===== src/hdl/fps_pkg.sv =====
// constants, field layouts and carrier types of the flash program sequencer
// What this block does
// - two control registers select modes per half
// - reads during program or erase return invalid
// - write-enable pin low blocks program and erase
// - 128 byte writes latched as address and data
// - setup then pulse; programming lasts while pulse set
// - verify: dummy write, wait, read latched word
// - write pulse applied only while pulse bit set
package fps_pkg;

  // ----------------------------------------------------------------
  // register map
  // ----------------------------------------------------------------
  localparam int AXI_AW = 12;
  localparam logic [AXI_AW-1:0] LOWER_CTRL_OFS = 12'h000;
  localparam logic [AXI_AW-1:0] UPPER_CTRL_OFS = 12'h004;
  localparam logic [AXI_AW-1:0] STATUS_OFS = 12'h008;
  localparam logic [1:0] RESP_OKAY = 2'h0;
  localparam logic [1:0] RESP_SLVERR = 2'h2;

  // control field positions, low seven bits of each control register
  localparam int CTRL_W = 7;
  localparam int PULSE_BIT = 0;
  localparam int ERASE_PULSE_BIT = 1;
  localparam int VERIFY_BIT = 2;
  localparam int ERASE_VERIFY_BIT = 3;
  localparam int SETUP_BIT = 4;
  localparam int ERASE_SETUP_BIT = 5;
  localparam int SWE_BIT = 6;

  // status field positions
  localparam int ST_LOWER_PROG = 0;
  localparam int ST_UPPER_PROG = 1;
  localparam int ST_LOWER_ERASE = 2;
  localparam int ST_UPPER_ERASE = 3;
  localparam int ST_PIN = 4;
  localparam int ST_CNT_LSB = 8;

  // ----------------------------------------------------------------
  // flash space
  // ----------------------------------------------------------------
  localparam int FL_AW = 19;
  localparam int HALF_BIT = 18;
  localparam int PAGE_BYTES = 128;
  localparam int PAGE_IW = 7;
  localparam logic [15:0] READ_INVALID = 16'hffff;
  localparam logic [7:0] CNT_FULL = 8'h80;

  typedef struct packed {
    logic swe;
    logic erase_setup;
    logic setup;
    logic erase_verify;
    logic verify;
    logic erase_pulse;
    logic pulse;
  } fps_ctrl_type;

  localparam fps_ctrl_type CTRL_RST = 7'h00;

  // one access from the cpu into the flash address space
  typedef struct packed {
    logic req;
    logic we;
    logic [FL_AW-1:0] addr;
    logic [7:0] wdata;
  } fps_freq_type;

endpackage : fps_pkg


===== src/hdl/fps_flash_seq.sv =====
// flash program and verify sequencer with axi4-lite control registers
//
// The address map and register access over AXI4-Lite were chosen for this implementation.
`timescale 1ns/1ps
module fps_flash_seq
  import fps_pkg::*;
(
  // clock and reset
  input wire logic aclk,
  input wire logic aresetn,
  // axi4-lite write address and data
  input wire logic awvalid,
  output logic awready,
  input wire logic [AXI_AW-1:0] awaddr,
  input wire logic [2:0] awprot,
  input wire logic wvalid,
  output logic wready,
  input wire logic [31:0] wdata,
  input wire logic [3:0] wstrb,
  // axi4-lite write response
  output logic bvalid,
  input wire logic bready,
  output logic [1:0] bresp,
  // axi4-lite read
  input wire logic arvalid,
  output logic arready,
  input wire logic [AXI_AW-1:0] araddr,
  input wire logic [2:0] arprot,
  output logic rvalid,
  input wire logic rready,
  output logic [31:0] rdata,
  output logic [1:0] rresp,
  // external write-enable pin
  input wire logic flash_write_enable_pin,
  // cpu access to the flash address space
  input wire fps_freq_type fl_req,
  output logic fl_rvalid,
  output logic [15:0] fl_rdata,
  output logic fl_rd_busy,
  // array side
  output logic [FL_AW-1:0] arr_addr,
  input wire logic [15:0] arr_rdata,
  output logic arr_prog,
  output logic [PAGE_IW-1:0] arr_prog_idx,
  output logic [7:0] arr_prog_data,
  output logic [1:0] arr_erase
);

  // ----------------------------------------------------------------
  // control registers and derived modes
  // ----------------------------------------------------------------
  fps_ctrl_type lower_half_flash_control_ff, nxt_lower_ctrl;
  fps_ctrl_type upper_half_flash_control_ff, nxt_upper_ctrl;
  logic [1:0] prog_act, erase_act, swe_on, verify_on;

  // program and erase only take effect with the pin high and the half enabled
  always_comb
  begin
    prog_act[0] = flash_write_enable_pin & lower_half_flash_control_ff.swe
      & lower_half_flash_control_ff.setup
      & lower_half_flash_control_ff.pulse;
    prog_act[1] = flash_write_enable_pin & upper_half_flash_control_ff.swe
      & upper_half_flash_control_ff.setup
      & upper_half_flash_control_ff.pulse;
    erase_act[0] = flash_write_enable_pin & lower_half_flash_control_ff.swe
      & lower_half_flash_control_ff.erase_setup
      & lower_half_flash_control_ff.erase_pulse;
    erase_act[1] = flash_write_enable_pin & upper_half_flash_control_ff.swe
      & upper_half_flash_control_ff.erase_setup
      & upper_half_flash_control_ff.erase_pulse;
    swe_on = {upper_half_flash_control_ff.swe,
      lower_half_flash_control_ff.swe};
    verify_on[0] = lower_half_flash_control_ff.verify
      | lower_half_flash_control_ff.erase_verify;
    verify_on[1] = upper_half_flash_control_ff.verify
      | upper_half_flash_control_ff.erase_verify;
  end

  // ----------------------------------------------------------------
  // axi4-lite write channel
  // ----------------------------------------------------------------
  logic aw_have_ff, nxt_aw_have;
  logic w_have_ff, nxt_w_have;
  logic [AXI_AW-1:0] waddr_ff, nxt_waddr;
  logic [31:0] wdat_ff, nxt_wdat;
  logic wlane_ff, nxt_wlane;
  logic awready_ff, nxt_awready;
  logic wready_ff, nxt_wready;
  logic bvalid_ff, nxt_bvalid;
  logic [1:0] bresp_ff, nxt_bresp;
  logic do_write;

  // address and data may arrive in either order; one write in flight
  always_comb
  begin
    nxt_aw_have = aw_have_ff;
    nxt_w_have = w_have_ff;
    nxt_waddr = waddr_ff;
    nxt_wdat = wdat_ff;
    nxt_wlane = wlane_ff;
    nxt_bvalid = bvalid_ff;
    nxt_bresp = bresp_ff;
    do_write = 1'b0;
    if (awvalid && awready_ff)
    begin
      nxt_aw_have = 1'b1;
      nxt_waddr = awaddr;
    end
    if (wvalid && wready_ff)
    begin
      nxt_w_have = 1'b1;
      nxt_wdat = wdata;
      nxt_wlane = wstrb[0];
    end
    if (aw_have_ff && w_have_ff && !bvalid_ff)
    begin
      do_write = 1'b1;
      nxt_aw_have = 1'b0;
      nxt_w_have = 1'b0;
      nxt_bvalid = 1'b1;
      nxt_bresp = (waddr_ff == LOWER_CTRL_OFS || waddr_ff == UPPER_CTRL_OFS
        || waddr_ff == STATUS_OFS) ? RESP_OKAY : RESP_SLVERR;
    end
    if (bvalid_ff && bready)
      nxt_bvalid = 1'b0;
    nxt_awready = !nxt_aw_have && !nxt_bvalid;
    nxt_wready = !nxt_w_have && !nxt_bvalid;
  end

  always_ff @(posedge aclk)
  begin
    if (!aresetn)
    begin
      aw_have_ff <= 1'b0;
      w_have_ff <= 1'b0;
      waddr_ff <= '0;
      wdat_ff <= '0;
      wlane_ff <= 1'b0;
      awready_ff <= 1'b0;
      wready_ff <= 1'b0;
      bvalid_ff <= 1'b0;
      bresp_ff <= RESP_OKAY;
    end
    else
    begin
      aw_have_ff <= nxt_aw_have;
      w_have_ff <= nxt_w_have;
      waddr_ff <= nxt_waddr;
      wdat_ff <= nxt_wdat;
      wlane_ff <= nxt_wlane;
      awready_ff <= nxt_awready;
      wready_ff <= nxt_wready;
      bvalid_ff <= nxt_bvalid;
      bresp_ff <= nxt_bresp;
    end
  end

  // control writes; a low pin wipes both registers and blocks writes
  always_comb
  begin
    nxt_lower_ctrl = lower_half_flash_control_ff;
    nxt_upper_ctrl = upper_half_flash_control_ff;
    if (do_write && wlane_ff && waddr_ff == LOWER_CTRL_OFS)
      nxt_lower_ctrl = fps_ctrl_type'(wdat_ff[CTRL_W-1:0]);
    if (do_write && wlane_ff && waddr_ff == UPPER_CTRL_OFS)
      nxt_upper_ctrl = fps_ctrl_type'(wdat_ff[CTRL_W-1:0]);
    if (!flash_write_enable_pin)
    begin
      nxt_lower_ctrl = CTRL_RST;
      nxt_upper_ctrl = CTRL_RST;
    end
  end

  always_ff @(posedge aclk)
  begin
    if (!aresetn)
    begin
      lower_half_flash_control_ff <= CTRL_RST;
      upper_half_flash_control_ff <= CTRL_RST;
    end
    else
    begin
      lower_half_flash_control_ff <= nxt_lower_ctrl;
      upper_half_flash_control_ff <= nxt_upper_ctrl;
    end
  end

  // ----------------------------------------------------------------
  // page latch and flash-space accesses
  // ----------------------------------------------------------------
  logic [7:0] page_mem [0:PAGE_BYTES-1];
  logic [FL_AW-1:0] lat_addr_ff, nxt_lat_addr;
  logic [7:0] byte_cnt_ff, nxt_byte_cnt;
  logic [PAGE_IW-1:0] prog_idx_ff, nxt_prog_idx;
  logic [FL_AW-1:0] arr_addr_ff, nxt_arr_addr;
  logic rd_pend_ff, nxt_rd_pend;
  logic rd_bad_ff, nxt_rd_bad;
  logic fl_rvalid_ff, nxt_fl_rvalid;
  logic [15:0] fl_rdata_ff, nxt_fl_rdata;
  logic fl_rd_busy_ff, nxt_fl_rd_busy;
  logic arr_prog_ff, nxt_arr_prog;
  logic [7:0] arr_data_ff, nxt_arr_data;
  logic [1:0] arr_erase_ff;
  logic page_we;
  logic req_half, lat_half, busy, pulse_now;

  // pulse belongs to the half holding the latched page
  always_comb
  begin
    req_half = fl_req.addr[HALF_BIT];
    lat_half = lat_addr_ff[HALF_BIT];
    busy = |prog_act | |erase_act;
    pulse_now = prog_act[lat_half];
    nxt_lat_addr = lat_addr_ff;
    nxt_byte_cnt = byte_cnt_ff;
    page_we = 1'b0;
    nxt_rd_pend = 1'b0;
    nxt_rd_bad = 1'b0;
    nxt_arr_addr = arr_addr_ff;
    if (fl_req.req && fl_req.we && !busy)
    begin
      if (verify_on[req_half])
        nxt_lat_addr = fl_req.addr;
      else if (swe_on[req_half])
      begin
        page_we = 1'b1;
        nxt_lat_addr = fl_req.addr;
        // a byte into another page starts a fresh count
        if (fl_req.addr[FL_AW-1:PAGE_IW] != lat_addr_ff[FL_AW-1:PAGE_IW]
          || byte_cnt_ff == CNT_FULL)
          nxt_byte_cnt = 8'h01;
        else
          nxt_byte_cnt = byte_cnt_ff + 8'h01;
      end
    end
    if (fl_req.req && !fl_req.we)
    begin
      nxt_rd_pend = 1'b1;
      nxt_rd_bad = busy;
      // verify reads come from the latched word, not the bus address
      nxt_arr_addr = verify_on[req_half] ? lat_addr_ff : fl_req.addr;
      nxt_arr_addr[0] = 1'b0;
    end
    // while pulsing, walk the page bytes into the array
    nxt_arr_prog = pulse_now;
    nxt_prog_idx = pulse_now ? prog_idx_ff + 7'h01 : '0;
    nxt_arr_data = page_mem[prog_idx_ff];
    if (pulse_now)
      nxt_arr_addr = {lat_addr_ff[FL_AW-1:PAGE_IW], prog_idx_ff};
    nxt_fl_rvalid = rd_pend_ff;
    nxt_fl_rd_busy = rd_pend_ff && rd_bad_ff;
    nxt_fl_rdata = fl_rdata_ff;
    if (rd_pend_ff)
      nxt_fl_rdata = rd_bad_ff ? READ_INVALID : arr_rdata;
  end

  // the page latch has no reset; software refills all bytes per page
  always_ff @(posedge aclk)
  begin
    if (page_we)
      page_mem[fl_req.addr[PAGE_IW-1:0]] <= fl_req.wdata;
  end

  always_ff @(posedge aclk)
  begin
    if (!aresetn)
    begin
      lat_addr_ff <= '0;
      byte_cnt_ff <= '0;
      prog_idx_ff <= '0;
      arr_addr_ff <= '0;
      rd_pend_ff <= 1'b0;
      rd_bad_ff <= 1'b0;
      fl_rvalid_ff <= 1'b0;
      fl_rdata_ff <= '0;
      fl_rd_busy_ff <= 1'b0;
      arr_prog_ff <= 1'b0;
      arr_data_ff <= '0;
      arr_erase_ff <= '0;
    end
    else
    begin
      lat_addr_ff <= nxt_lat_addr;
      byte_cnt_ff <= nxt_byte_cnt;
      prog_idx_ff <= nxt_prog_idx;
      arr_addr_ff <= nxt_arr_addr;
      rd_pend_ff <= nxt_rd_pend;
      rd_bad_ff <= nxt_rd_bad;
      fl_rvalid_ff <= nxt_fl_rvalid;
      fl_rdata_ff <= nxt_fl_rdata;
      fl_rd_busy_ff <= nxt_fl_rd_busy;
      arr_prog_ff <= nxt_arr_prog;
      arr_data_ff <= nxt_arr_data;
      arr_erase_ff <= erase_act;
    end
  end

  // ----------------------------------------------------------------
  // axi4-lite read channel
  // ----------------------------------------------------------------
  logic arready_ff, nxt_arready;
  logic rvalid_ff, nxt_rvalid;
  logic [31:0] rdata_ff, nxt_rdata;
  logic [1:0] rresp_ff, nxt_rresp;

  // status shows live program and erase modes, the pin and the bytes latched so far
  always_comb
  begin
    nxt_rvalid = rvalid_ff;
    nxt_rdata = rdata_ff;
    nxt_rresp = rresp_ff;
    if (rvalid_ff && rready)
      nxt_rvalid = 1'b0;
    if (arvalid && arready_ff)
    begin
      nxt_rvalid = 1'b1;
      nxt_rresp = RESP_OKAY;
      nxt_rdata = '0;
      unique case (araddr)
        LOWER_CTRL_OFS: nxt_rdata[CTRL_W-1:0] = lower_half_flash_control_ff;
        UPPER_CTRL_OFS: nxt_rdata[CTRL_W-1:0] = upper_half_flash_control_ff;
        STATUS_OFS:
        begin
          nxt_rdata[ST_LOWER_PROG] = prog_act[0];
          nxt_rdata[ST_UPPER_PROG] = prog_act[1];
          nxt_rdata[ST_LOWER_ERASE] = erase_act[0];
          nxt_rdata[ST_UPPER_ERASE] = erase_act[1];
          nxt_rdata[ST_PIN] = flash_write_enable_pin;
          nxt_rdata[ST_CNT_LSB+7:ST_CNT_LSB] = byte_cnt_ff;
        end
        default: nxt_rresp = RESP_SLVERR;
      endcase
    end
    nxt_arready = !nxt_rvalid;
  end

  always_ff @(posedge aclk)
  begin
    if (!aresetn)
    begin
      arready_ff <= 1'b0;
      rvalid_ff <= 1'b0;
      rdata_ff <= '0;
      rresp_ff <= RESP_OKAY;
    end
    else
    begin
      arready_ff <= nxt_arready;
      rvalid_ff <= nxt_rvalid;
      rdata_ff <= nxt_rdata;
      rresp_ff <= nxt_rresp;
    end
  end

  // ----------------------------------------------------------------
  // outputs, all from flip-flops
  // ----------------------------------------------------------------
  assign awready = awready_ff;
  assign wready = wready_ff;
  assign bvalid = bvalid_ff;
  assign bresp = bresp_ff;
  assign arready = arready_ff;
  assign rvalid = rvalid_ff;
  assign rdata = rdata_ff;
  assign rresp = rresp_ff;
  assign fl_rvalid = fl_rvalid_ff;
  assign fl_rdata = fl_rdata_ff;
  assign fl_rd_busy = fl_rd_busy_ff;
  assign arr_addr = arr_addr_ff;
  assign arr_prog = arr_prog_ff;
  assign arr_prog_idx = prog_idx_ff;
  assign arr_prog_data = arr_data_ff;
  assign arr_erase = arr_erase_ff;

endmodule : fps_flash_seq


===== config.mk =====
export PLATFORM = sky130hd
export DESIGN_NAME = fps_flash_seq
export DESIGN_NICKNAME = d
export VERILOG_FILES = /design/src/hdl/fps_pkg.sv /design/src/hdl/fps_flash_seq.sv
export SDC_FILE = /design/constraint.sdc
export NUM_CORES = 1
export LEC_CHECK = 0
export BUFFER_PORTS_ARGS = -buffer_cell sky130_fd_sc_hd__buf_4
export CORE_MARGIN = 3
export CORE_UTILIZATION = 40
export CTS_CLUSTER_SIZE = 40
export DETAILED_ROUTE_END_ITERATION = 10
export SYNTH_ARGS = -nofsm -noshare
export SYNTH_HDL_FRONTEND = slang
export SYNTH_SLANG_ARGS = --single-unit

===== constraint.sdc =====
create_clock -name aclk -period 3.9 [get_ports aclk]
set_clock_uncertainty 0.1 [all_clocks]
set_input_delay 0.78 -clock aclk [delete_from_list [all_inputs] [get_ports aclk]]
set_output_delay 0.78 -clock aclk [all_outputs]
set_load 0.02 [all_outputs]

==> metrics.txt <==
# TYPE chip_impl_metric gauge
chip_impl_metric{name="netSwitchingFraction",unit=""} 0.203
chip_impl_metric{name="routed_via_density",unit=""} 5.56
chip_impl_metric{name="final_layout_size_suffix_gt1_frac",unit=""} 0.258
chip_impl_metric{name="finalWeightedCongestion",unit=""} 0.849
chip_impl_metric{name="cts_max_path_buffers",unit=""} 3
chip_impl_metric{name="synthesis.instances",unit=""} 2602
chip_impl_metric{name="power.density_cell_area",unit="nW/µm²"} 465
chip_impl_metric{name="place.detailed.hpwl",unit="µm"} 74700
chip_impl_metric{name="max_cap_viol_count",unit=""} 0
chip_impl_metric{name="num_rows",unit=""} 123
chip_impl_info{name="synth.top_cells.by_area",value="edfxtp_1 (67%), mux4_2 (8.1%), dfxtp_1 (6.1%)"} 1
chip_impl_metric{name="synth_sequential_area_ratio",unit=""} 0.728
chip_impl_metric{name="synth_simple_gate_area_frac",unit=""} 0.0518
chip_impl_metric{name="cts-hold-fix-buffers",unit=""} 0
chip_impl_metric{name="maxSlewViolCount",unit=""} 0
chip_impl_metric{name="yosys.cell_types.count",unit=""} 73
chip_impl_metric{name="final-instance-count-excl-fill",unit=""} 4555
chip_impl_info{name="status",value="finished, final reports clean"} 1
chip_impl_metric{name="netSwitchingPower",unit="W"} 0.00508
chip_impl_info{name="top_layer",value="met4"} 1
chip_impl_metric{name="ir_worst_vdd",unit="mV"} 0.355
chip_impl_metric{name="first_global_vias",unit=""} 25900
chip_impl_metric{name="async_reset_ff_frac",unit=""} 0
chip_impl_metric{name="critical_path.max_stage_delay",unit="ps"} 890
chip_impl_info{name="critical-path-slowest-cell",value="dfxtp_4"} 1
chip_impl_info{name="worst_setup_path_end_kind",value="flip-flop"} 1
chip_impl_metric{name="initial_core_utilization",unit=""} 0.406
chip_impl_metric{name="drt_pass1_iterations",unit=""} 5
chip_impl_metric{name="fp.coreArea",unit="µm²"} 113000
chip_impl_metric{name="globalRouteTotalUtil",unit=""} 0.194
chip_impl_metric{name="overall_routed_net_length",unit="µm"} 118000
chip_impl_metric{name="setup_total_negative_slack",unit="ps"} 0
chip_impl_metric{name="design.final.nets",unit=""} 3078
chip_impl_info{name="clock_tree_from_tritoncts",value="built"} 1
chip_impl_metric{name="yosys.area_share.xor_xnor",unit=""} 0.00437
chip_impl_metric{name="yosys.area.top_type_share",unit=""} 0.667
chip_impl_metric{name="synthToLayoutAreaGrowth",unit="%"} 16.7
chip_impl_metric{name="synth_fa_ha_area_frac",unit=""} 0.000814
chip_impl_metric{name="worst-path-max-fanout",unit=""} 49
chip_impl_metric{name="final.period_utilization",unit=""} 0.888
chip_impl_metric{name="synth.mux.area_fraction",unit=""} 0.146
chip_impl_metric{name="fp.dieArea",unit="µm²"} 119000
chip_impl_metric{name="data_required_time_at_the_worst_endpoint",unit="ps"} 4420
chip_impl_info{name="yosysTopAreaCell",value="edfxtp_1"} 1
chip_impl_metric{name="cts_post_setup_buffers_inserted",unit=""} 0
chip_impl_metric{name="dr_wl_met2",unit="µm"} 56800
chip_impl_metric{name="setup_viol",unit=""} 0
chip_impl_metric{name="cts_buffers",unit=""} 117
chip_impl_metric{name="synth_compound_gate_area_share",unit=""} 0.0433
chip_impl_metric{name="post-place-cells",unit=""} 4337
chip_impl_metric{name="clock_transition_at_the_registers_of_the_reported_paths",unit="ps"} 70
chip_impl_metric{name="final.setup.worst_slack",unit="ps"} 436
chip_impl_metric{name="grt_pass1_wl",unit="µm"} 173000
chip_impl_info{name="dominant_combinational_cell_family_by_area_after_synthesis",value="multiplexers"} 1
chip_impl_metric{name="yosysWarningCount",unit=""} 0
chip_impl_metric{name="power.leakage",unit="nW"} 17.3
chip_impl_info{name="netlist_top_cells_count",value="edfxtp_1 (1024), nor2_1 (276), mux2i_1 (202)"} 1
chip_impl_metric{name="post_synth_instance_area",unit="µm²"} 46100
chip_impl_metric{name="floorplan.io_pins",unit=""} 215
chip_impl_metric{name="synth_area_per_cell",unit="µm²"} 17.7
chip_impl_info{name="rsz0062_at_grt",value="false"} 1
chip_impl_metric{name="sequential_power_share",unit=""} 0.545
chip_impl_metric{name="design_power_total",unit="W"} 0.0250
chip_impl_info{name="crit_type",value="flip-flop to flip-flop"} 1
chip_impl_metric{name="power_frac_clock",unit=""} 0.431
chip_impl_metric{name="dieHeight",unit="µm"} 346
chip_impl_metric{name="antenna_found_initial",unit=""} 2
chip_impl_info{name="synth.most_common_cell",value="edfxtp_1"} 1
chip_impl_metric{name="slew_headroom",unit=""} 0.204
chip_impl_metric{name="route.detailed.drc",unit=""} 0
chip_impl_metric{name="count_of_fill_cells_added_during_filler_insertion",unit=""} 9482
chip_impl_info{name="hold_class",value="input port to flip-flop"} 1
chip_impl_metric{name="worst_pin_slew",unit="ps"} 1190
chip_impl_metric{name="finalCriticalPeriod",unit="ps"} 3460
chip_impl_metric{name="avgRoutedWirePerCell",unit="µm"} 25.9
chip_impl_info{name="cts-root-buf",value="clkbuf_16"} 1
chip_impl_info{name="path_common_cell",value="buf_4"} 1
chip_impl_metric{name="clock_sink_count",unit=""} 1165
chip_impl_metric{name="internal_power",unit="W"} 0.0199
chip_impl_metric{name="detailedRoute.firstIterationViolations",unit=""} 2495
chip_impl_metric{name="hold_viol",unit=""} 0
chip_impl_info{name="most_common_flop_cell_mapped_by_yosys",value="edfxtp_1"} 1
chip_impl_metric{name="fmaxAchievable",unit="MHz"} 289
chip_impl_metric{name="port_buffers",unit=""} 161
chip_impl_metric{name="synth_enable_flop_cells",unit=""} 1024
chip_impl_metric{name="cts_max_level",unit=""} 3
chip_impl_metric{name="critical_path_arrival",unit="ps"} 3990
chip_impl_metric{name="met1_length",unit="µm"} 48400
chip_impl_metric{name="post-place-ws",unit="ps"} 331
chip_impl_metric{name="ys_seq_elements",unit=""} 1165
chip_impl_metric{name="clock_latency_reported_for_the_late_side_of_the_worst_skew_pair",unit="ps"} 690
chip_impl_metric{name="die-width",unit="µm"} 346
chip_impl_metric{name="share_comb_of_total_power",unit=""} 0.024
chip_impl_metric{name="detailroute.wirelength.met3",unit="µm"} 8980
chip_impl_metric{name="cts_repair_resize_count",unit=""} 0
chip_impl_metric{name="grt_remaining_overflow",unit=""} 0
chip_impl_info{name="critical_path_cell_list",value="and2_1 -> buf_4 -> a22oi_1 -> a221oi_1 -> buf_4 -> o22ai_1 -> a2111oi_1 -> buf_4"} 1
chip_impl_metric{name="antenna_diode_count",unit=""} 0
chip_impl_metric{name="vias",unit=""} 25300
chip_impl_metric{name="drt.antenna.violating_nets",unit=""} 0
chip_impl_metric{name="grt_max_degree",unit=""} 129
chip_impl_info{name="worst_setup_path_start_kind",value="flip-flop"} 1
==> worst max-delay path: cells and delay by family, from the launching register on <==
| family | cells | cell delay, ps |
|---|---|---|
| simple gates | 1 | 450 |
| flops | 1 | 890 |
| compound gates | 4 | 1240 |
| buf+inv | 3 | 690 |
==> placed cells by master, fill, tap and decap left out, types with 32 or more instances in the layout <==
cell / netlist / layout
edfxtp_1: 1024 / 1024
buf_4: 32 / 369
nor2_1: 276 / 274
mux2i_1: 202 / 201
mux4_2: 166 / 166
dfxtp_1: 141 / 136
clkbuf_16: 0 / 121
nand2_1: 100 / 100
a22oi_1: 62 / 62
a21oi_1: 40 / 40
clkinv_2: 0 / 32
==> cell families (layout without fill, tap and decap cells) <==
logic type	after synthesis	after routing
compound gates	275	275
xor+xnor	23	23
fa+ha+maj	3	3
buf+inv	180	615
flops	1165	1165
mux	422	422
other cells	1	19
simple gates	533	533
==> final timing paths <==
check             cells after the start  slack (ps)            start                to
setup / recovery                      8         440  arr_prog_idx[2]  arr_prog_data[7]
hold / removal                        3         230     arr_rdata[7]       fl_rdata[7]
setup reg to reg                      8         440  arr_prog_idx[2]  arr_prog_data[7]
hold reg to reg                       2         360      waddr_ff[1]       waddr_ff[1]
==> state kept, by name (all words and copies together) (netlist names), 8 cells and up <==
name / cells
page_mem: 1024
arr_addr: 19
lat_addr_ff: 18
fl_rdata: 16
rdata: 15
waddr_ff: 12
arr_prog_data: 8
byte_cnt_ff: 8
==> per-stage QoR <==
step | utilization | hold WS (ps) | cell area (µm²)
after CTS | 0.474 | 179 | 53800
after global routing | 0.474 | 218 | 53800
final | 0.474 | 231 | 53800
after global placement | 0.442 | 337 | 50100
after floorplan | - | 322 | 46200
after detailed placement | 0.442 | 350 | 50100
==> cell type report <==
type	instances	area, µm²	area share
Inverter	8	31.3	0.000582
Clock buffer	148	3160	0.0587
Multi-Input combinational cell	1275	11400	0.213
Sequential cell	1165	33600	0.624
Timing Repair Buffer	389	3170	0.0589
Tap cell	1500	1880	0.0349
Clock inverter	70	527	0.00979
==> per-layer routing <==
| layer | global-route usage | vias up |
|---|---|---|
| met4 | 0.0650 | 0 |
| met3 | 0.0399 | 198 |
| li1 | - | 11100 |
| met1 | 0.260 | 13000 |
| met5 | 0 | - |
| met2 | 0.316 | 1050 |
==> power groups by stage <==
stage,registers [W],logic (W),clock network [W]
3_5_place_dp,0.0139,0.000607,0
3_3_place_gp,0.0139,0.000584,0
2_1_floorplan,0.0139,0.000193,0
6_report,0.0136,0.000598,0.0108
4_1_cts,0.0136,0.000606,0.0110
5_1_grt,0.0136,0.000649,0.0115
Power figures use the tool's default switching activity.
